## src/shared/cfg_defs_defs.svh

```systemverilog
// offsets, field positions, reset values and timing counts of the config bank
// assumes a 20 MHz sys_clk and one aligned AHB-Lite word per register
`ifndef CFG_DEFS_DEFS_SVH
`define CFG_DEFS_DEFS_SVH
`define IDX_DEVICE_CFG   6'h0e
`define IDX_POWER_CFG    6'h0f
`define IDX_LINK_CFG     6'h10
`define IDX_IRQ_STATUS   6'h20
`define IDX_IRQ_ENABLE   6'h21
`define IDX_IRQ_CLEAR    6'h22
`define IDX_ADDR_CTRL    6'h23
`define HSIZE_WORD       3'h2
`define DEV_HI           5
`define DEV_ADDR_SEL_BIT 4
`define PWR_PCTL_BIT     7
`define LNK_BAUD_HI      13
`define LNK_BAUD_LO      12
`define LNK_EN_HI        7
`define LNK_EN_LO        3
`define ADDR_CTRL_BIT    0
`define DEV_DEFINED_MASK 32'h0000003f
`define PWR_DEFINED_MASK 32'h00000080
`define LNK_DEFINED_MASK 32'h000030f8
`define DEV_CFG_RESET    6'h00
`define PWR_PCTL_RESET   1'h0
`define LNK_CFG_RESET    16'h10f8
`define BAUD_COMM_RESET  2'h1
`define IRQ_N            4
`define IRQ_CONV         0
`define IRQ_RSVD         1
`define IRQ_COMMRST      2
`define IRQ_AUTOADDR     3
`define CLK_FREQ_KHZ     20000
`define FE_DELAY_US      100
`define FE_DELAY_CYC     ((`FE_DELAY_US * `CLK_FREQ_KHZ + 999) / 1000)
`define FE_CNT_W         12
`define BAUD0_KBAUD      125
`define BAUD1_KBAUD      250
`define BAUD2_KBAUD      500
`define BAUD3_KBAUD      1000
`define BIT_CNT_W        8
`endif

```

## src/shared/cfg_pkg.sv

```systemverilog
// types shared by the configuration bank and its helpers
// no state; compiled before every design module
package cfg_pkg;
	typedef struct packed {
		logic       reg_disable;
		logic       addr_sel;
		logic [1:0] comp_cfg;
		logic       hyst_on;
		logic       fault_autoclear;
	} dev_cfg_t;
	typedef struct packed {
		logic [1:0] baud;
		logic       host_tx_en;
		logic       upper_rx_en;
		logic       lower_tx_en;
		logic       upper_fault_rx_en;
		logic       heartbeat_en;
	} link_cfg_t;
	typedef struct packed {
		logic over_limit_en;
		logic under_limit_en;
		logic hysteresis_on;
	} comp_ctrl_t;
	typedef enum logic [1:0] {
		CMP_BOTH,
		CMP_OVER_ONLY,
		CMP_NONE,
		CMP_RESERVED
	} comp_mode_t;
	typedef enum logic {
		FE_IDLE,
		FE_WAIT
	} fe_state_t;
endpackage : cfg_pkg

```

## src/logic/sample_delay.sv

```systemverilog
// front-end power-up delay between a sample request and conversion start
// assumes sample_request is a one-cycle pulse on sys_clk
`timescale 1ns/100ps
`include "cfg_defs_defs.svh"
module sample_delay (
	input  wire logic sys_clk,        // device clock
	input  wire logic reset,          // sync, active high
	input  wire logic pctl_en,        // applied power control
	input  wire logic sample_request, // sampling request pulse
	output logic      conv_start,     // conversion start pulse
	output logic      fe_busy         // delay running
);
	import cfg_pkg::*;
	fe_state_t            state_q;
	logic [`FE_CNT_W-1:0] count_q;

	// requests during the delay are dropped
	always_ff @(posedge sys_clk) begin
		if (reset) begin
			state_q    <= FE_IDLE;
			count_q    <= '0;
			conv_start <= 1'b0;
		end else begin
			conv_start <= 1'b0;
			case (state_q)
				FE_IDLE: begin
					if (sample_request && pctl_en) begin
						state_q <= FE_WAIT; // [RL9]
						count_q <= `FE_CNT_W'(`FE_DELAY_CYC - 1);
					end else if (sample_request) begin
						conv_start <= 1'b1;
					end
				end
				FE_WAIT: begin
					if (count_q == '0) begin
						state_q    <= FE_IDLE;
						conv_start <= 1'b1; // [RL9]
					end else begin
						count_q <= count_q - 1'b1;
					end
				end
				default: state_q <= FE_IDLE;
			endcase
		end
	end

	assign fe_busy = (state_q == FE_WAIT);
endmodule : sample_delay

```

## src/logic/irq_bank.sv

```systemverilog
// sticky event flags, enable mask and write-one-to-clear
// assumes event and clear inputs are one-cycle pulses on sys_clk
`timescale 1ns/100ps
`include "cfg_defs_defs.svh"
module irq_bank (
	input  wire logic [`IRQ_N-1:0] event_in,  // event pulses
	input  wire logic [`IRQ_N-1:0] clear_in,  // clear pulses
	input  wire logic [`IRQ_N-1:0] enable_in, // mask
	input  wire logic              sys_clk,   // device clock
	input  wire logic              reset,     // sync, active high
	output logic      [`IRQ_N-1:0] status,    // sticky flags
	output logic                   irq        // level interrupt
);
	genvar i;
	generate
		for (i = 0; i < `IRQ_N; i++) begin : g_flag
			// a set in the clearing cycle wins
			always_ff @(posedge sys_clk) begin
				if (reset)
					status[i] <= 1'b0;
				else if (event_in[i])
					status[i] <= 1'b1;
				else if (clear_in[i])
					status[i] <= 1'b0;
			end
		end
	endgenerate

	assign irq = |(status & enable_in);
endmodule : irq_bank

```

## src/logic/comm_config_regs.sv

```systemverilog
// configuration bank: device, power and link settings behind AHB-Lite
// assumes one AHB-Lite master and input pulses synchronous to sys_clk
`timescale 1ns/100ps
`include "cfg_defs_defs.svh"

// Notes on behaviour
// [RL1] Host writes device configuration bits 7:6 as zero.
// [RL2] Bit 5 set turns the internal regulator off.
// [RL3] System reset fault flag forces the regulator on.
// [RL4] Bit 4 picks GPIO or auto addressing; address is kept.
// [RL5] Comparator field: 0 both, 1 over-limit only, 2 none, 3 reserved.
// [RL6] Bit 1 set enables comparator hysteresis.
// [RL7] Bit 0 set unlatches faults; clear keeps them latched.
// [RL8] Host changes autoclear only while no fault is set; the bank takes bit 0 on every device write.
// [RL9] Power control set delays each conversion by 100 us.
// [RL10] Power configuration applies after the next sample.
// [RL11] Line rate codes 0..3 give 125k..1M baud; comm reset gives 250k.
// [RL12] Host transmit off drives TX high, fault low, never floating.
// [RL13] Bit 6 enables the upper differential receiver.
// [RL14] Bit 5 enables the lower differential transmitter.
// [RL15] Bit 4 enables the upper fault receiver.
// [RL16] Bit 3 enables the fault output heartbeat.
// [RL17] Reserved link bits are written and read as zero.
// [RL18] Auto source plus auto-address write enters auto mode.
// [RL19] Fields hold until rewritten or reset; comm reset restores rate.
module comm_config_regs (
	input  wire logic        sys_clk,          // device clock
	input  wire logic        reset,            // sync, active high
	input  wire logic        hsel,             // slave select
	input  wire logic [31:0] haddr,            // byte address
	input  wire logic [1:0]  htrans,           // transfer type
	input  wire logic        hwrite,           // write when high
	input  wire logic [2:0]  hsize,            // transfer size
	input  wire logic [31:0] hwdata,           // write data
	input  wire logic        hready,           // bus ready
	output logic             hreadyout,        // slave ready
	output logic             hresp,            // always okay
	output logic      [31:0] hrdata,           // read data
	input  wire logic        comm_reset,       // communication reset pulse
	input  wire logic        system_reset_fault_flag, // fault flag level
	input  wire logic        sample_request,   // sampling request pulse
	input  wire logic        sample_taken,     // sample done pulse
	input  wire logic        frame_received,   // frame end pulse
	input  wire logic        host_tx_data,     // serial data to host
	input  wire logic        fault_n_in,       // fault output request
	output logic             regulator_enable, // regulator drive on
	output logic             address_source,   // 1 auto, 0 gpio
	output logic             addr_gpio_sample, // sample gpio pulse
	output logic             auto_address_mode, // auto addressing
	output cfg_pkg::comp_ctrl_t comp_ctrl,     // comparator controls
	output logic             fault_autoclear,  // unlatched faults
	output logic             frontend_power_control, // applied bit
	output logic             conv_start,       // conversion pulse
	output logic             frontend_busy,    // power-up delay
	output cfg_pkg::link_cfg_t link_cfg,       // link settings
	output logic             baud_tick,        // one per bit period
	output logic             tx_out,           // TX level
	output logic             tx_oe,            // TX driven
	output logic             fault_n_out,      // fault pin level
	output logic             fault_n_oe,       // fault pin driven
	output logic             irq               // level interrupt
);
	import cfg_pkg::*;

	localparam logic [15:0] LNK_RST = `LNK_CFG_RESET;

	logic        dp_valid_q;
	logic        dp_write_q;
	logic [5:0]  dp_index_q;
	logic        rd_pending_q;
	logic [31:0] hrdata_q;
	logic [31:0] rd_data_d;
	logic        ap_take;
	logic        ap_ok;

	dev_cfg_t    dev_q;
	logic        pctl_written_q;
	logic        pctl_applied_q;
	link_cfg_t   link_q;
	logic [`IRQ_N-1:0] irq_enable_q;
	logic        auto_mode_q;
	logic        gpio_sample_q;
	logic        regulator_q;
	comp_ctrl_t  comp_q;
	logic        tx_q;
	logic        fault_n_q;
	logic [`BIT_CNT_W-1:0] bit_cnt_q;
	logic        baud_tick_q;

	logic        wr_dev;
	logic        wr_pwr;
	logic        wr_link;
	logic        wr_en;
	logic        wr_clr;
	logic        wr_addr;
	logic        auto_set;
	logic        auto_exit;
	logic        rsvd_hit;
	logic        conv_pulse;
	logic [`IRQ_N-1:0] irq_event;
	logic [`IRQ_N-1:0] irq_clear;
	logic [`IRQ_N-1:0] irq_status;

	function automatic logic is_index(input logic [5:0] idx,
		input logic [5:0] target);
		is_index = (idx == target);
	endfunction : is_index

	function automatic comp_ctrl_t decode_comp(input comp_mode_t mode,
		input logic hyst);
		comp_ctrl_t c;
		c = '0;
		c.hysteresis_on = hyst; // [RL6]
		case (mode)
			CMP_BOTH: begin
				c.over_limit_en  = 1'b1;
				c.under_limit_en = 1'b1;
			end
			CMP_OVER_ONLY: begin
				c.over_limit_en = 1'b1;
			end
			// reserved code leaves comparators off
			default: begin
				c.over_limit_en  = 1'b0;
				c.under_limit_en = 1'b0;
			end
		endcase
		decode_comp = c;
	endfunction : decode_comp

	function automatic logic [`BIT_CNT_W-1:0] bit_cycles(input logic [1:0] code);
		case (code)
			2'h0:    bit_cycles = `BIT_CNT_W'(`CLK_FREQ_KHZ / `BAUD0_KBAUD);
			2'h1:    bit_cycles = `BIT_CNT_W'(`CLK_FREQ_KHZ / `BAUD1_KBAUD);
			2'h2:    bit_cycles = `BIT_CNT_W'(`CLK_FREQ_KHZ / `BAUD2_KBAUD);
			default: bit_cycles = `BIT_CNT_W'(`CLK_FREQ_KHZ / `BAUD3_KBAUD);
		endcase
	endfunction : bit_cycles

	// reads get one wait state so read data is registered
	assign ap_take = hsel & htrans[1] & hready;
	assign ap_ok   = (haddr[31:8] == 24'h0) & (haddr[1:0] == 2'h0)
		& (hsize == `HSIZE_WORD);

	always_ff @(posedge sys_clk) begin
		if (reset) begin
			dp_valid_q   <= 1'b0;
			dp_write_q   <= 1'b0;
			dp_index_q   <= 6'h00;
			rd_pending_q <= 1'b0;
		end else begin
			dp_valid_q   <= ap_take & ap_ok;
			dp_write_q   <= ap_take & ap_ok & hwrite;
			dp_index_q   <= haddr[7:2];
			rd_pending_q <= ap_take & ~hwrite;
		end
	end

	assign wr_dev  = dp_write_q & is_index(dp_index_q, `IDX_DEVICE_CFG);
	assign wr_pwr  = dp_write_q & is_index(dp_index_q, `IDX_POWER_CFG);
	assign wr_link = dp_write_q & is_index(dp_index_q, `IDX_LINK_CFG);
	assign wr_en   = dp_write_q & is_index(dp_index_q, `IDX_IRQ_ENABLE);
	assign wr_clr  = dp_write_q & is_index(dp_index_q, `IDX_IRQ_CLEAR);
	assign wr_addr = dp_write_q & is_index(dp_index_q, `IDX_ADDR_CTRL);

	// device configuration; bits 7:6 are not stored
	always_ff @(posedge sys_clk) begin
		if (reset)
			dev_q <= dev_cfg_t'(`DEV_CFG_RESET); // [RL19]
		else if (wr_dev)
			dev_q <= dev_cfg_t'(hwdata[`DEV_HI:0]); // [RL1] [RL7]
	end

	// power control: written copy, applied after next sample
	always_ff @(posedge sys_clk) begin
		if (reset)
			pctl_written_q <= `PWR_PCTL_RESET;
		else if (wr_pwr)
			pctl_written_q <= hwdata[`PWR_PCTL_BIT];
	end

	always_ff @(posedge sys_clk) begin
		if (reset)
			pctl_applied_q <= `PWR_PCTL_RESET;
		else if (sample_taken)
			pctl_applied_q <= pctl_written_q; // [RL10]
	end

	// comm reset rate wins over the rate field of a same-cycle link write; its enable bits still load
	always_ff @(posedge sys_clk) begin
		if (reset) begin
			link_q <= link_cfg_t'({LNK_RST[`LNK_BAUD_HI:`LNK_BAUD_LO],
				LNK_RST[`LNK_EN_HI:`LNK_EN_LO]});
		end else begin
			if (wr_link)
				link_q <= link_cfg_t'({hwdata[`LNK_BAUD_HI:`LNK_BAUD_LO],
					hwdata[`LNK_EN_HI:`LNK_EN_LO]}); // [RL13] [RL14] [RL15] [RL16]
			if (comm_reset)
				link_q.baud <= `BAUD_COMM_RESET; // [RL11] [RL19]
		end
	end

	// bit-period timer at the selected line rate
	always_ff @(posedge sys_clk) begin
		if (reset || comm_reset || wr_link) begin
			bit_cnt_q   <= '0;
			baud_tick_q <= 1'b0;
		end else if (bit_cnt_q >= bit_cycles(link_q.baud) - 1'b1) begin
			bit_cnt_q   <= '0;
			baud_tick_q <= 1'b1; // [RL11]
		end else begin
			bit_cnt_q   <= bit_cnt_q + 1'b1;
			baud_tick_q <= 1'b0;
		end
	end

	// the held address is never touched here
	assign auto_set  = wr_addr & hwdata[`ADDR_CTRL_BIT] & dev_q.addr_sel;
	assign auto_exit = auto_mode_q & frame_received & ~auto_set;

	always_ff @(posedge sys_clk) begin
		if (reset)
			auto_mode_q <= 1'b0;
		else if (auto_set)
			auto_mode_q <= 1'b1; // [RL18]
		else if (frame_received)
			auto_mode_q <= 1'b0;
	end

	always_ff @(posedge sys_clk) begin
		if (reset)
			gpio_sample_q <= 1'b0;
		else
			gpio_sample_q <= wr_addr & hwdata[`ADDR_CTRL_BIT] & ~dev_q.addr_sel; // [RL4]
	end

	// registered device-side controls
	always_ff @(posedge sys_clk) begin
		if (reset) begin
			regulator_q <= 1'b1;
			comp_q      <= '0;
		end else begin
			regulator_q <= ~dev_q.reg_disable | system_reset_fault_flag; // [RL2] [RL3]
			comp_q      <= decode_comp(comp_mode_t'(dev_q.comp_cfg), dev_q.hyst_on); // [RL5]
		end
	end

	// host pins always driven, parked when disabled
	always_ff @(posedge sys_clk) begin
		if (reset) begin
			tx_q      <= 1'b1;
			fault_n_q <= 1'b0;
		end else if (link_q.host_tx_en) begin
			tx_q      <= host_tx_data;
			fault_n_q <= fault_n_in;
		end else begin
			tx_q      <= 1'b1; // [RL12]
			fault_n_q <= 1'b0; // [RL12]
		end
	end

	// interrupt event sources
	always_comb begin
		rsvd_hit = 1'b0;
		if (wr_dev)
			rsvd_hit = |(hwdata & ~`DEV_DEFINED_MASK)
				| (comp_mode_t'(hwdata[3:2]) == CMP_RESERVED);
		else if (wr_pwr)
			rsvd_hit = |(hwdata & ~`PWR_DEFINED_MASK);
		else if (wr_link)
			rsvd_hit = |(hwdata & ~`LNK_DEFINED_MASK);
	end

	always_comb begin
		irq_event                = '0;
		irq_event[`IRQ_CONV]     = conv_pulse;
		irq_event[`IRQ_RSVD]     = rsvd_hit;
		irq_event[`IRQ_COMMRST]  = comm_reset;
		irq_event[`IRQ_AUTOADDR] = auto_exit;
	end

	assign irq_clear = wr_clr ? hwdata[`IRQ_N-1:0] : '0;

	always_ff @(posedge sys_clk) begin
		if (reset)
			irq_enable_q <= '0;
		else if (wr_en)
			irq_enable_q <= hwdata[`IRQ_N-1:0];
	end

	irq_bank u_irq (
		.event_in  (irq_event),
		.clear_in  (irq_clear),
		.enable_in (irq_enable_q),
		.sys_clk   (sys_clk),
		.reset     (reset),
		.status    (irq_status),
		.irq       (irq)
	);

	sample_delay u_delay (
		.sys_clk        (sys_clk),
		.reset          (reset),
		.pctl_en        (pctl_applied_q),
		.sample_request (sample_request),
		.conv_start     (conv_pulse),
		.fe_busy        (frontend_busy)
	);

	// unlisted and reserved bits read zero
	always_comb begin
		rd_data_d = 32'h0;
		if (dp_valid_q) begin
			case (dp_index_q)
				`IDX_DEVICE_CFG: begin
					rd_data_d[`DEV_HI:0] = dev_q; // [RL1]
				end
				`IDX_POWER_CFG: begin
					rd_data_d[`PWR_PCTL_BIT] = pctl_written_q;
				end
				`IDX_LINK_CFG: begin
					rd_data_d[`LNK_BAUD_HI:`LNK_BAUD_LO] = link_q.baud;
					rd_data_d[`LNK_EN_HI:`LNK_EN_LO] = {link_q.host_tx_en,
						link_q.upper_rx_en, link_q.lower_tx_en,
						link_q.upper_fault_rx_en, link_q.heartbeat_en}; // [RL17]
				end
				`IDX_IRQ_STATUS: begin
					rd_data_d[`IRQ_N-1:0] = irq_status;
				end
				`IDX_IRQ_ENABLE: begin
					rd_data_d[`IRQ_N-1:0] = irq_enable_q;
				end
				`IDX_ADDR_CTRL: begin
					rd_data_d[`ADDR_CTRL_BIT] = auto_mode_q;
				end
				default: begin
					rd_data_d = 32'h0;
				end
			endcase
		end
	end

	always_ff @(posedge sys_clk) begin
		if (reset)
			hrdata_q <= 32'h0;
		else if (rd_pending_q)
			hrdata_q <= rd_data_d;
	end

	assign hreadyout              = ~rd_pending_q;
	assign hresp                  = 1'b0;
	assign hrdata                 = hrdata_q;
	assign regulator_enable       = regulator_q;
	assign address_source         = dev_q.addr_sel;
	assign addr_gpio_sample       = gpio_sample_q;
	assign auto_address_mode      = auto_mode_q;
	assign comp_ctrl              = comp_q;
	assign fault_autoclear        = dev_q.fault_autoclear; // [RL7]
	assign frontend_power_control = pctl_applied_q;
	assign conv_start             = conv_pulse;
	assign link_cfg               = link_q;
	assign baud_tick              = baud_tick_q;
	assign tx_out                 = tx_q;
	assign tx_oe                  = 1'b1; // [RL12]
	assign fault_n_out            = fault_n_q;
	assign fault_n_oe             = 1'b1; // [RL12]
endmodule : comm_config_regs

```

## config.mk

```make
export PLATFORM = sky130hd
export DESIGN_NAME = comm_config_regs
export DESIGN_NICKNAME = d
export VERILOG_FILES = /design/src/shared/cfg_pkg.sv /design/src/logic/sample_delay.sv /design/src/logic/irq_bank.sv /design/src/logic/comm_config_regs.sv
export VERILOG_INCLUDE_DIRS = /design/src /design/src/shared
export SDC_FILE = /design/constraint.sdc
export NUM_CORES = 1
export LEC_CHECK = 0
export ABC_CLOCK_PERIOD_IN_PS = 2400
export BUFFER_PORTS_ARGS = -buffer_cell sky130_fd_sc_hd__buf_2
export CORE_MARGIN = 4
export CORE_UTILIZATION = 45
export DETAILED_ROUTE_END_ITERATION = 12
export GPL_TIMING_DRIVEN = 0
export HOLD_SLACK_MARGIN = 0.1
export PLACE_DENSITY = 0.86
export SYNTH_ARGS = -nofsm -noshare
export SYNTH_HDL_FRONTEND = slang
export SYNTH_SLANG_ARGS = --single-unit
```

## constraint.sdc

```tcl
create_clock -name sys_clk -period 2.4 [get_ports sys_clk]
set_clock_uncertainty 0.2 [all_clocks]
set_input_delay 0.12 -clock sys_clk [delete_from_list [all_inputs] [get_ports sys_clk]]
set_output_delay 0.12 -clock sys_clk [all_outputs]
set_load 0.01 [all_outputs]
```

==> results of run 1 <==
## what timing repair did
| item | 4_1_cts | 5_1_grt |
|---|---|---|
| endpoints found under the setup margin | 8 | 12 |
| pin swaps | 0 | 1 |
| gates resized for setup | 3 | 9 |
| hold endpoints to repair | 51 | 0 |
| hold buffers | 30 | 0 |
| cloned | 0 | 0 |
| buffers inserted | 0 | 1 |
## worst max path at each step
| stage | from | end | slack (ns) | cells past startpoint |
|---|---|---|---|---|
| floorplan | link_cfg[6] | bit_cnt_q[2] | 0.16 | 9 |
| global placement | link_cfg[6] | bit_cnt_q[4] | -0.02 | 9 |
| detailed placement | link_cfg[6] | bit_cnt_q[4] | -0.1 | 9 |
| CTS | link_cfg[5] | bit_cnt_q[4] | 0.03 | 9 |
| global route | link_cfg[6] | bit_cnt_q[7] | -0.02 | 9 |
| finish | link_cfg[6] | bit_cnt_q[4] | 0.07 | 9 |
## worst max-delay path, cell delays in order, from the launching register on
cell and delay (ns):
dfxtp_2 0.41, inv_1 0.09, ha_1 0.18, inv_1 0.05
ha_1 0.24, and3_1 0.24, a221o_1 0.35, a31oi_4 0.21
nand3_4 0.15, nor2_1 0.15
## sequential cells by signal, summed over array words and instances (netlist names), 3 cells and up
name,count
bit_cnt_q,8
irq_enable_q,4
comp_ctrl,3
link_cfg,7
u_irq.status,4
u_delay.count_q,12
dp_index_q,6
hrdata,10
dev_q,4
## layout make-up
class	count	share of cell area, %
multi-input cells	292	38.4
flip-flops and latches	73	30.7
repair buffers	142	18.1
plain buffers	37	4.89
clock buffers	9	2.59
well taps	99	2.59
clock inverters	6	1.75
inverters	13	1.02
## cell usage in the layout (no fill, tap or decap), drive strengths merged, types with 3 or more instances in the layout
cell,instances
nor2b,10
and4,3
or3,3
o21ai,4
clkbuf,19
xor2,6
buf,139
o22ai,3
a22oi,5
or4,3
nand3,15
dfxtp,73
a311oi,4
and3,6
a21o,3
xnor2,5
a31oi,5
clkinv,4
nand2b,4
a221oi,5
mux2i,12
a21oi,18
conb,25
nor2,44
ha,14
nor4,15
nand4,4
o211ai,3
nand3b,3
dlygate4sd3,30
inv,13
nand2,37
nor3,13
## cell families (layout without fill, tap and decap cells)
group	after synthesis	count (layout)	share of synthesized area [%]
compound gates	60	60	12.0
other cells	2	25	0.218
mux	12	12	3.49
simple gates	170	170	25.8
xor+xnor	11	11	2.80
buf+inv	50	207	8.21
fa+ha+maj	14	14	5.09
flops	73	73	42.4
## power by group through the flow
stage / Clock (µW) / Sequential [µW] / Combinational, µW
after floorplan: 0 / 1260 / 97.9
after global placement: 0 / 1260 / 188
after detailed placement: 0 / 1260 / 192
after CTS: 1030 / 1230 / 226
after global routing: 1080 / 1240 / 255
final: 1020 / 1230 / 235
## through the flow
| step | power, µW | TNS [ns] |
|---|---|---|
| floorplan | 1360 | 0 |
| global placement | 1450 | -0.100 |
| detailed placement | 1450 | -0.696 |
| CTS | 2490 | 0 |
| global route | 2570 | -0.0235 |
| finish | 2490 | 0 |
## per-layer routing
layer | vias up | global-route usage (%) | share of wire (%)
met3 | 43 | 3.71 | 6.8
met5 | - | 0 | 0
li1 | 1704 | - | -
met1 | 1635 | 26.5 | 38
met2 | 187 | 39.7 | 51
met4 | 0 | 12.9 | 4.2
==> results.md, run 1 <==
- 0.00147 mm² — FF+latch area
- 9.4% — share of power burned in combinational logic
- 30.1% — share of cells above drive strength 1
- 0.00184 mm² — combined area of the multi-input logic cells
- flip-flop — kind of capture point of the worst setup path
- 0.208 ns — Min Hold Slack
- 392 — number of instances in the synthesized netlist
- 97.0% — period utilization
- hwdata[21] — hold path startpoint
- u_irq.status[1] — capture endpoint of the worst hold path
- link_cfg[6] — launch point of the worst reg-to-reg path
- 73 — number of sinks driven by the clock tree
- 3431 — via count of the first global-routing pass
- 0 — number of antenna violations at the first check in global routing
- 0 — antenna diode count
- 0 — number of antenna-violating nets in the routed design
- 16100 µm — first-pass GRT wire length
- 7510 µm — dpl hpwl
- 111 — PortBufs
- 671 — non-filler cells, final
- 6 — number of search-and-repair iterations in the first detailed-routing pass
- 3569 — Via Count
- 229 — DRC marker count from the first detailed-route iteration
- complete, no violations — run status
- 8 — critical path fanouts, max
- 5.32 — via count normalized by instance count
- 22.8% — total global routing track utilization
- 13 — maximum number of pins on one net before global-route repair
- 0 — Overflow after GRT
- dfxtp_1 — leading cell type by number of instances after synthesis
- 42.4% — proportion of synthesized chip area in sequential cells
- 521 mW/mm² — P per Cell Area
- 47.0% — starting density of the core
- 9 — cell count of the worst reg-to-reg path
- 57.0% — tightest slew margin relative to the limit
- -0.0987 ns — pre-CTS setup slack
- 0.641 ns — slew at the pin closest to its max-slew limit
- dfxtp_1 — Yosys top cell by area
- 565 µW — switching power
- 3 — number of H-tree levels
- 1920 µW — Internal Pwr Total
- 663 — number of nets in the layout
- 625 — Cell Count Post-Placement
- 2.33 ns — Min Clock Period, post-route
- 2 — maximum number of buffers from clock root to sink
- 0 — total DRC errors in the routed layout
- 0 — final slew viol count
- flip-flop to flip-flop — critical setup path kind
- 52 — Unique masters post-synth
- 31 — placement row count
- dfxtp_1 (42%), buf_4 (5.5%), ha_1 (5.1%), nor2_1 (4.8%), nand2_1 (4.0%) — largest cells by area after synthesis
- 2.41 ns — CP arrival
- 49.6% — sequential power share
- 2.48 ns — worst path required time
- 0.07 ns — clock-pin slew of the registers on the worst-case setup and hold paths
- flip-flop — launching element type of the critical path
- 6 — worst hold path stage count
- 0 — Final Hold Vio Count
- 0.07 ns — worst setup slack for register-to-register paths
- 0 — final setup violating endpoints
- 38.8% — area added between synthesis and finish
- built — clock tree from TritonCTS
- 0.430 GHz — fmax
- 0.35 ns — Clock Latency Late Sink
- 65.2% — fin util
- 8.78 µm² — synthesized area per cell
- 0.00733 mm² — total core area
- 10600 µm — aggregate routed wire length
- dfxtp_1 (73), nor2_1 (44), nand2_1 (37), buf_4 (25), a21oi_1 (18) — ranking of synthesized cells by instance count
- 0 — count of yosys warnings during synthesis
- 95.5 µm — Die Width
- 0 — number of synthesized flops with an enable pin
- input port to flip-flop — path class of the lowest-slack min-delay path
- 73 — synthesis-stage register bit count
- 0.0719 ns — slack of the critical path
- 0.00912 mm² — die area
- 95.5 µm — vertical die dimension
- 554 — fill cell count
- 0 — max-capacitance violation count
- 42.4% — fraction of post-synthesis cell area in the top cell type by area
- dfxtp_1 — Top FF cell, synth
- 139 — count of boundary I/O pins
- 0.920 — weighted congestion reported at the end of routability-driven placement
- 0.00219 µW — leakage component of the power
- 41.0% — Clock Power Share
- 22.7% — net switching fraction of the power
- 15.8 µm — routed len/inst
- 0% — fraction of synthesis flops using an asynchronous set or reset pin
- 9 — clock buffers created by TritonCTS
- 0.00344 mm² — netlist area before placement
- 0.00421 mm² — total placed instance area
- clkbuf_8 — buffer type at the clock tree root
- 0.00478 mm² — fin area
- bit_cnt_q[4] — critical register-to-register path endpoint
- 0.000348 V — Peak supply drop
Power figures use the tool's default switching activity.
==> run 2: changes to the inputs <==
--- a/config.mk
+++ b/config.mk
@@ -6,6 +6,7 @@
 export SDC_FILE = /design/constraint.sdc
 export NUM_CORES = 1
 export LEC_CHECK = 0
+export ABC_AREA = 1
 export ABC_CLOCK_PERIOD_IN_PS = 2400
 export BUFFER_PORTS_ARGS = -buffer_cell sky130_fd_sc_hd__buf_2
 export CORE_MARGIN = 4
@@ -13,7 +14,7 @@
 export DETAILED_ROUTE_END_ITERATION = 12
 export GPL_TIMING_DRIVEN = 0
 export HOLD_SLACK_MARGIN = 0.1
-export PLACE_DENSITY = 0.86
+export PLACE_DENSITY = 0.85
 export SYNTH_ARGS = -nofsm -noshare
 export SYNTH_HDL_FRONTEND = slang
 export SYNTH_SLANG_ARGS = --single-unit
==> run 2 against run 1 <==
Compared with the run above: setup slack got worse by 0.056 ns; die area rose by 11%; power increased by 13%; final cell count rose by 26%; global-route usage is 0.26 points lower; final area grew 10%; register-to-register slack improved by 0.09 ns; critical path depth down 2; count of clock-buffer cells in the layout grew 1; synthesized cell count up 40%.
==> results.md, run 2 <==
- 0 — final setup violating endpoints, unchanged
- 0 — Final Hold Vio Count, unchanged
- 25.7% — share of cells above drive strength 1, -4.3 points
- 139 — count of boundary I/O pins, unchanged
- 0 — number of antenna-violating nets in the routed design, unchanged
- dlygate4sd3_1, buf_2, nor4_1, dlygate4sd3_1, nand4_1, dlygate4sd3_1, nor3_1 — cell breakdown of the critical path
- 14 — maximum number of pins on one net before global-route repair, +1
- 8180 µm — dpl hpwl, +8.9%
- 0.00386 mm² — netlist area before placement, +12%
- 22.6% — total global routing track utilization, -0.26 points
- 0 — max-capacitance violation count, unchanged
- nand2_1 (118), nor2_1 (77), dfxtp_1 (73), inv_1 (63), a21oi_1 (41) — ranking of synthesized cells by instance count
- 18400 µm — first-pass GRT wire length, +14%
- 0.0101 mm² — die area, +11%
- 0 — count of yosys warnings during synthesis, unchanged
- 828 — number of nets in the layout, +25%
- 4 — Critical path buffers and inverters, +2
- complete, no violations — run status
- 2 — maximum number of buffers from clock root to sink, unchanged
- 0.35 ns — Clock Latency Late Sink, about the same
- 3 — number of H-tree levels, unchanged
- 0 — Overflow after GRT, unchanged
- 36.4% — area added between synthesis and finish
- 0 — total DRC errors in the routed layout, unchanged
- nand2_1 (118), buf_2 (114), nor2_1 (77), dfxtp_1 (72), inv_1 (63) — top library cells by usage in the layout, fill and taps aside
- 46.5% — starting density of the core, -0.43 points
- 0.0154 ns — slack of the critical path, -0.0565 ns
- 532 mW/mm² — P per Cell Area, +2.2%
- 0.59 ns — CP peak stage delay, +0.18 ns
- input port to flip-flop — path class of the lowest-slack min-delay path
- hwdata[21] — hold path startpoint
- 548 — number of instances in the synthesized netlist, +40%
- 0.419 GHz — fmax, -2.4%
- 7.05 µm² — synthesized area per cell, -20%
- nand2_1 — commonest non-fill, non-tap cell in the layout
- 11500 µm — aggregate routed wire length, +8.3%
- 0.00259 µW — leakage component of the power, +18%
- 0.00527 mm² — fin area, +10%
- 5 — number of search-and-repair iterations in the first detailed-routing pass, -1
- 0.00830 mm² — total core area, +13%
- buffers and inverters — top cell family by delay on the critical path
- 4130 — Via Count, +16%
- 4039 — via count of the first global-routing pass, +18%
- clkbuf_8 — buffer type at the clock tree root
- 37.8% — proportion of synthesized chip area in sequential cells, -4.6 points
- 13.6 µm — routed len/inst, -14%
- 99.4% — period utilization, +2.4 points
- 0.00464 mm² — total placed instance area, +10%
- 0 — final slew viol count, unchanged
- 2.38 ns — Min Clock Period, post-route, +0.0565 ns
- 101 µm — vertical die dimension, +5.4%
- 112 — PortBufs, +0.90%
- -0.0234 ns — pre-CTS setup slack, +0.0753 ns
- dlygate4sd3_1 — cell repeated most along the worst path
- 0.000286 V — Peak supply drop, -18%
- 0.659 ns — slew at the pin closest to its max-slew limit, +0.0185 ns
- 56.1% — tightest slew margin relative to the limit, -0.90 points
- dfxtp_1 — Top FF cell, synth
- 38 — Unique masters post-synth, -27%
- 1.00 — weighted congestion reported at the end of routability-driven placement, +9.1%
- 73 — synthesis-stage register bit count, unchanged
- 0 — number of synthesized flops with an enable pin, unchanged
- u_delay.count_q — register containing the most flip-flops in the final layout
- 12 — max reg flops, unchanged
- 73 — number of sinks driven by the clock tree, unchanged
- 9 — clock buffers created by TritonCTS, unchanged
- haddr[19] — worst setup path startpoint
- input port to flip-flop — critical setup path kind
- 0 — number of antenna violations at the first check in global routing, unchanged
- 2 — critical path fanouts, max, -6
- 101 µm — Die Width, +5.4%
- input port — launching element type of the critical path
- 37.8% — fraction of post-synthesis cell area in the top cell type by area, -4.6 points
- 33 — placement row count, +6.5%
- 0.07 ns — clock-pin slew of the registers on the worst-case setup and hold paths, about the same
- 4.89 — via count normalized by instance count, -8.0%
- flip-flop — kind of capture point of the worst setup path
- dfxtp_1 (38%), nand2_1 (11%), nor2_1 (7.5%), inv_1 (6.1%), a21oi_1 (5.3%) — largest cells by area after synthesis
- link_cfg[5] — launch point of the worst reg-to-reg path
- dlygate4sd3_1 — standard cell with the maximum stage delay on the critical path
- 261 — DRC marker count from the first detailed-route iteration, +14%
- nand2_1 — leading cell type by number of instances after synthesis
- 2.45 ns — CP arrival, +0.04 ns
- built — clock tree from TritonCTS
- 2.46 ns — worst path required time, -0.02 ns
- dfxtp_1 — Yosys top cell by area
- 0% — fraction of synthesis flops using an asynchronous set or reset pin, unchanged
==> run 2: cell families (layout without fill, tap and decap cells) <==
family	Yosys count	after routing	share of synthesized area, %
AND/OR/NAND/NOR	277	277	32.7
buffers and inverters	102	269	12.8
AO/OA/AOI/OAI	75	75	10.9
flip-flops	73	73	37.8
adder cells (fa/ha/maj)	14	14	4.54
XOR/XNOR	5	5	1.13
other	2	26	0.194
==> run 2: area by class of cell <==
cell class / count / area, µm²
clock buffers: 10 / 138
flip-flops and latches: 73 / 1470
inverters: 67 / 251
diodes: 1 / 2.50
plain buffers: 35 / 243
well taps: 105 / 131
multi-input cells: 396 / 2000
clock inverters: 6 / 91.3
repair buffers: 151 / 948
fillers: 685 / 3030
==> run 2: timing repair <==
| action | CTS | global route |
|---|---|---|
| gates resized for setup | 1 | 2 |
| setup endpoints to repair | 3 | 8 |
| pin swaps | 0 | 1 |
| buffers inserted | 0 | 1 |
| hold endpoints to repair | 52 | 0 |
| hold buffers | 38 | 0 |
==> run 2: worst paths after layout <==
check	endpoint	slack (ns)	cells after the start
max	dp_write_q	0.02	7
min	u_irq.status[1]	0.11	9
max reg2reg	bit_cnt_q[4]	0.16	9
min reg2reg	bit_cnt_q[0]	0.25	1
==> run 2: worst register-to-register path: cells and delay by family (launching register included) <==
kind | cells | cell delay, ns
AOI/OAI and AO/OA | 3 | 0.52
and+or+nand+nor | 3 | 0.50
DFF | 1 | 0.38
adders and majority gates | 2 | 0.48
buffers and inverters | 1 | 0.09
==> run 2: through the flow <==
step	std cells	setup TNS, ns	power [µW]	hold WS [ns]	util, %
global route	843	-0.00652	2910	0.177	63.4
CTS	842	0	2790	0.102	63.3
floorplan	571	0	1540	-0.00321	-
finish	844	0	2800	0.109	63.5
global placement	788	0	1660	0.100	55.9
detailed placement	788	-0.0356	1670	0.101	55.9
==> run 2: per-layer routing <==
layer / GRT usage (%) / wire length [µm] / share of wire (%) / up-vias
met5: 0 / 0 / 0 / -
met4: 9.84 / 379 / 3.3 / 0
met3: 4.71 / 788 / 6.9 / 36
met2: 39.0 / 5850 / 51 / 184
met1: 26.8 / 4480 / 39 / 1838
li1: - / - / - / 2072
==> run 2: report_power, final <==
group | switching [µW] | internal [µW] | total [µW]
sequential | 27.8 | 1240 | 1270
clock | 490 | 615 | 1100
combinational | 233 | 199 | 432
==> run 3: changes to the inputs <==
--- a/config.mk
+++ b/config.mk
@@ -14,7 +14,7 @@
 export DETAILED_ROUTE_END_ITERATION = 12
 export GPL_TIMING_DRIVEN = 0
 export HOLD_SLACK_MARGIN = 0.1
-export PLACE_DENSITY = 0.85
+export PLACE_DENSITY_LB_ADDON = 0.08
 export SYNTH_ARGS = -nofsm -noshare
 export SYNTH_HDL_FRONTEND = slang
 export SYNTH_SLANG_ARGS = --single-unit
==> run 3 against run 2 <==
Compared with the run above: flip-flop and latch count unchanged; via count down 4.1%; critical path depth unchanged; die area unchanged; largest power group unchanged; sequential share of layout area down 0.14 points; highest routed layer unchanged; non-clock buffer count up 4; count of clock-buffer cells in the layout up 1; final area up 0.33%; utilization up 0.21 points.
==> results.md, run 3 (synthesis results as in run 2) <==
- 0 ns — setup TNS, unchanged
- 0.00261 µW — leakage component of the power, +0.66%
- 796 — fill cell count, +16%
- 112 — PortBufs, unchanged
- 4 — number of search-and-repair iterations in the first detailed-routing pass, -1
- 21.2% — total global routing track utilization, -1.3 points
- dlygate4sd3_1 — standard cell with the maximum stage delay on the critical path
- 722 µW — switching power, -3.9%
- 0.000551 V — Peak supply drop, +92%
- 109 — DRC marker count from the first detailed-route iteration, -58%
- -0.00536 ns — pre-CTS setup slack, +0.0180 ns
- 0 — final slew viol count, unchanged
- 4 — Critical path buffers and inverters, unchanged
- 9 — clock buffers created by TritonCTS, unchanged
- 46.5% — starting density of the core, unchanged
- 2 — critical path fanouts, max, unchanged
- 7 — number of cells on the critical path, unchanged
- input port to flip-flop — path class of the lowest-slack min-delay path
- 36.8% — area added between synthesis and finish
- 0.36 ns — Clock Latency Late Sink, about the same
- 36.5% — Clock Power Share, -2.9 points
- 1950 µW — Internal Pwr Total, -5.0%
- 9 — worst hold path stage count, unchanged
- 0.00830 mm² — total core area, unchanged
- input port to flip-flop — critical setup path kind
- 73 — number of sinks driven by the clock tree, unchanged
- 2.30 ns — CP arrival, -0.15 ns
- 0.07 ns — clock-pin slew of the registers on the worst-case setup and hold paths, about the same
- 4.68 — via count normalized by instance count, -4.5%
- 25.5% — share of cells above drive strength 1, -0.27 points
- 0 — Overflow after GRT, unchanged
- 2 — maximum number of buffers from clock root to sink, unchanged
- 139 — count of boundary I/O pins, unchanged
- built — clock tree from TritonCTS
- 3 — number of H-tree levels, unchanged
- 3822 — via count of the first global-routing pass, -5.4%
- 2.47 ns — worst path required time, about the same
- complete, no violations — run status
- 3960 — Via Count, -4.1%
- 0.00201 mm² — combined area of the multi-input logic cells, +0.69%
- 9 — cell count of the worst reg-to-reg path, unchanged
- 0 — number of antenna violations at the first check in global routing, unchanged
- flip-flop — kind of capture point of the worst setup path
- 17300 µm — first-pass GRT wire length, -5.6%
- 33 — placement row count, unchanged
- 0 — antenna diode count, -1
- 0 — total DRC errors in the routed layout, unchanged
- 101 µm — Die Width, unchanged
- 0 — Final Hold Vio Count, unchanged
- 0.166 ns — slack of the critical path, +0.150 ns
- input port — launching element type of the critical path
- 0.688 ns — slew at the pin closest to its max-slew limit, +0.0290 ns
- 16.1% — share of power burned in combinational logic, +0.7 points
- 12 — max reg flops, unchanged
- 12.4 µm — routed len/inst, -8.7%
- 0.00146 mm² — FF+latch area, -0.17%
- 2.23 ns — Min Clock Period, post-route, -0.150 ns
- 101 µm — vertical die dimension, unchanged
- clkbuf_8 — buffer type at the clock tree root
- 8030 µm — dpl hpwl, -1.8%
- 0.00529 mm² — fin area, +0.33%
- 93.1% — period utilization, -6.3 points
- 54.1% — tightest slew margin relative to the limit, -1.9 points
- 0.00464 mm² — total placed instance area, unchanged
- dlygate4sd3_1, buf_2, nor4_2, dlygate4sd3_1, nand3b_1, dlygate4sd3_1, nor3_1 — cell breakdown of the critical path
- false — setup repair after global routing missed its margin
- dlygate4sd3_1 — cell repeated most along the worst path
- 0.448 GHz — fmax, +6.7%
- nand2_1 (118), buf_2 (114), nor2_1 (77), dfxtp_1 (72), inv_1 (63) — top library cells by usage in the layout, fill and taps aside
- 0 — final setup violating endpoints, unchanged
- 0.58 ns — CP peak stage delay, about the same
- 63.7% — fin util, +0.21 points
- buffers and inverters — top cell family by delay on the critical path
- 47.4% — sequential power share, +2.2 points
- 0 — number of antenna-violating nets in the routed design, unchanged
- 506 mW/mm² — P per Cell Area, -5.0%
- 832 — number of nets in the layout, +0.48%
- 0 — max-capacitance violation count, unchanged
- 0.912 — weighted congestion reported at the end of routability-driven placement, -9.1%
- nand2_1 — commonest non-fill, non-tap cell in the layout
- 0.0101 mm² — die area, unchanged
- 0 — post-CTS setup buffer count, unchanged
- 10500 µm — aggregate routed wire length, -8.4%
- 13 — maximum number of pins on one net before global-route repair, -1
- 0.117 ns — Min Hold Slack, +0.00773 ns
- u_delay.count_q — register containing the most flip-flops in the final layout
- 27.0% — net switching fraction of the power, +0.24 points
-- run 3: worst register-to-register path, cell delays in order, from the launching register on --
cell,delay (ns)
dfxtp_2,0.38
inv_1,0.11
ha_1,0.21
or2_2,0.27
ha_1,0.29
a21oi_1,0.14
nand2_1,0.10
a21oi_4,0.17
nand3_4,0.13
nor3_1,0.14
-- run 3: path summary, 6_finish.rpt --
path,startpoint,to,slack [ns]
worst min-delay path,hwdata[23],u_irq.status[1],0.12
worst max-delay path,haddr[0],dp_write_q,0.17
worst max register to register,link_cfg[5],bit_cnt_q[2],0.19
worst min register to register,bit_cnt_q[0],bit_cnt_q[0],0.25
-- run 3: cell type report --
cell class / count / share of cell area (%)
multi-input cells: 396 / 38.0
repair buffers: 155 / 18.7
well taps: 105 / 2.49
clock buffers: 11 / 2.68
inverters: 67 / 4.76
flip-flops and latches: 73 / 27.7
clock inverters: 5 / 1.02
plain buffers: 35 / 4.59
-- run 3: power groups by stage --
| stage | clock [µW] | sequential, µW | combinational [µW] |
|---|---|---|---|
| floorplan | 0 | 1290 | 250 |
| global placement | 0 | 1300 | 372 |
| detailed placement | 0 | 1300 | 379 |
| CTS | 993 | 1270 | 427 |
| global route | 1040 | 1270 | 484 |
| finish | 975 | 1270 | 430 |
-- run 3: stage by stage --
stage	total power, µW	cells
floorplan	1540	571
global placement	1670	788
detailed placement	1670	788
CTS	2690	848
global route	2800	847
finish	2670	847
-- run 3: repair_timing --
action / in CTS / in global routing
setup endpoints to repair: 1 / 10
endpoints found under the hold margin: 52 / 0
resized for setup: 1 / 3
hold buffers: 44 / 0
cloned: 0 / 0
-- run 3: layer usage --
layer | vias to the layer above | track usage [%] | part of all wire [%]
met5 | - | 0 | 0
met4 | 0 | 4.77 | 1.3
met3 | 14 | 4.91 | 4.7
met2 | 89 | 37.9 | 52
met1 | 1778 | 25.9 | 42
li1 | 2079 | - | -
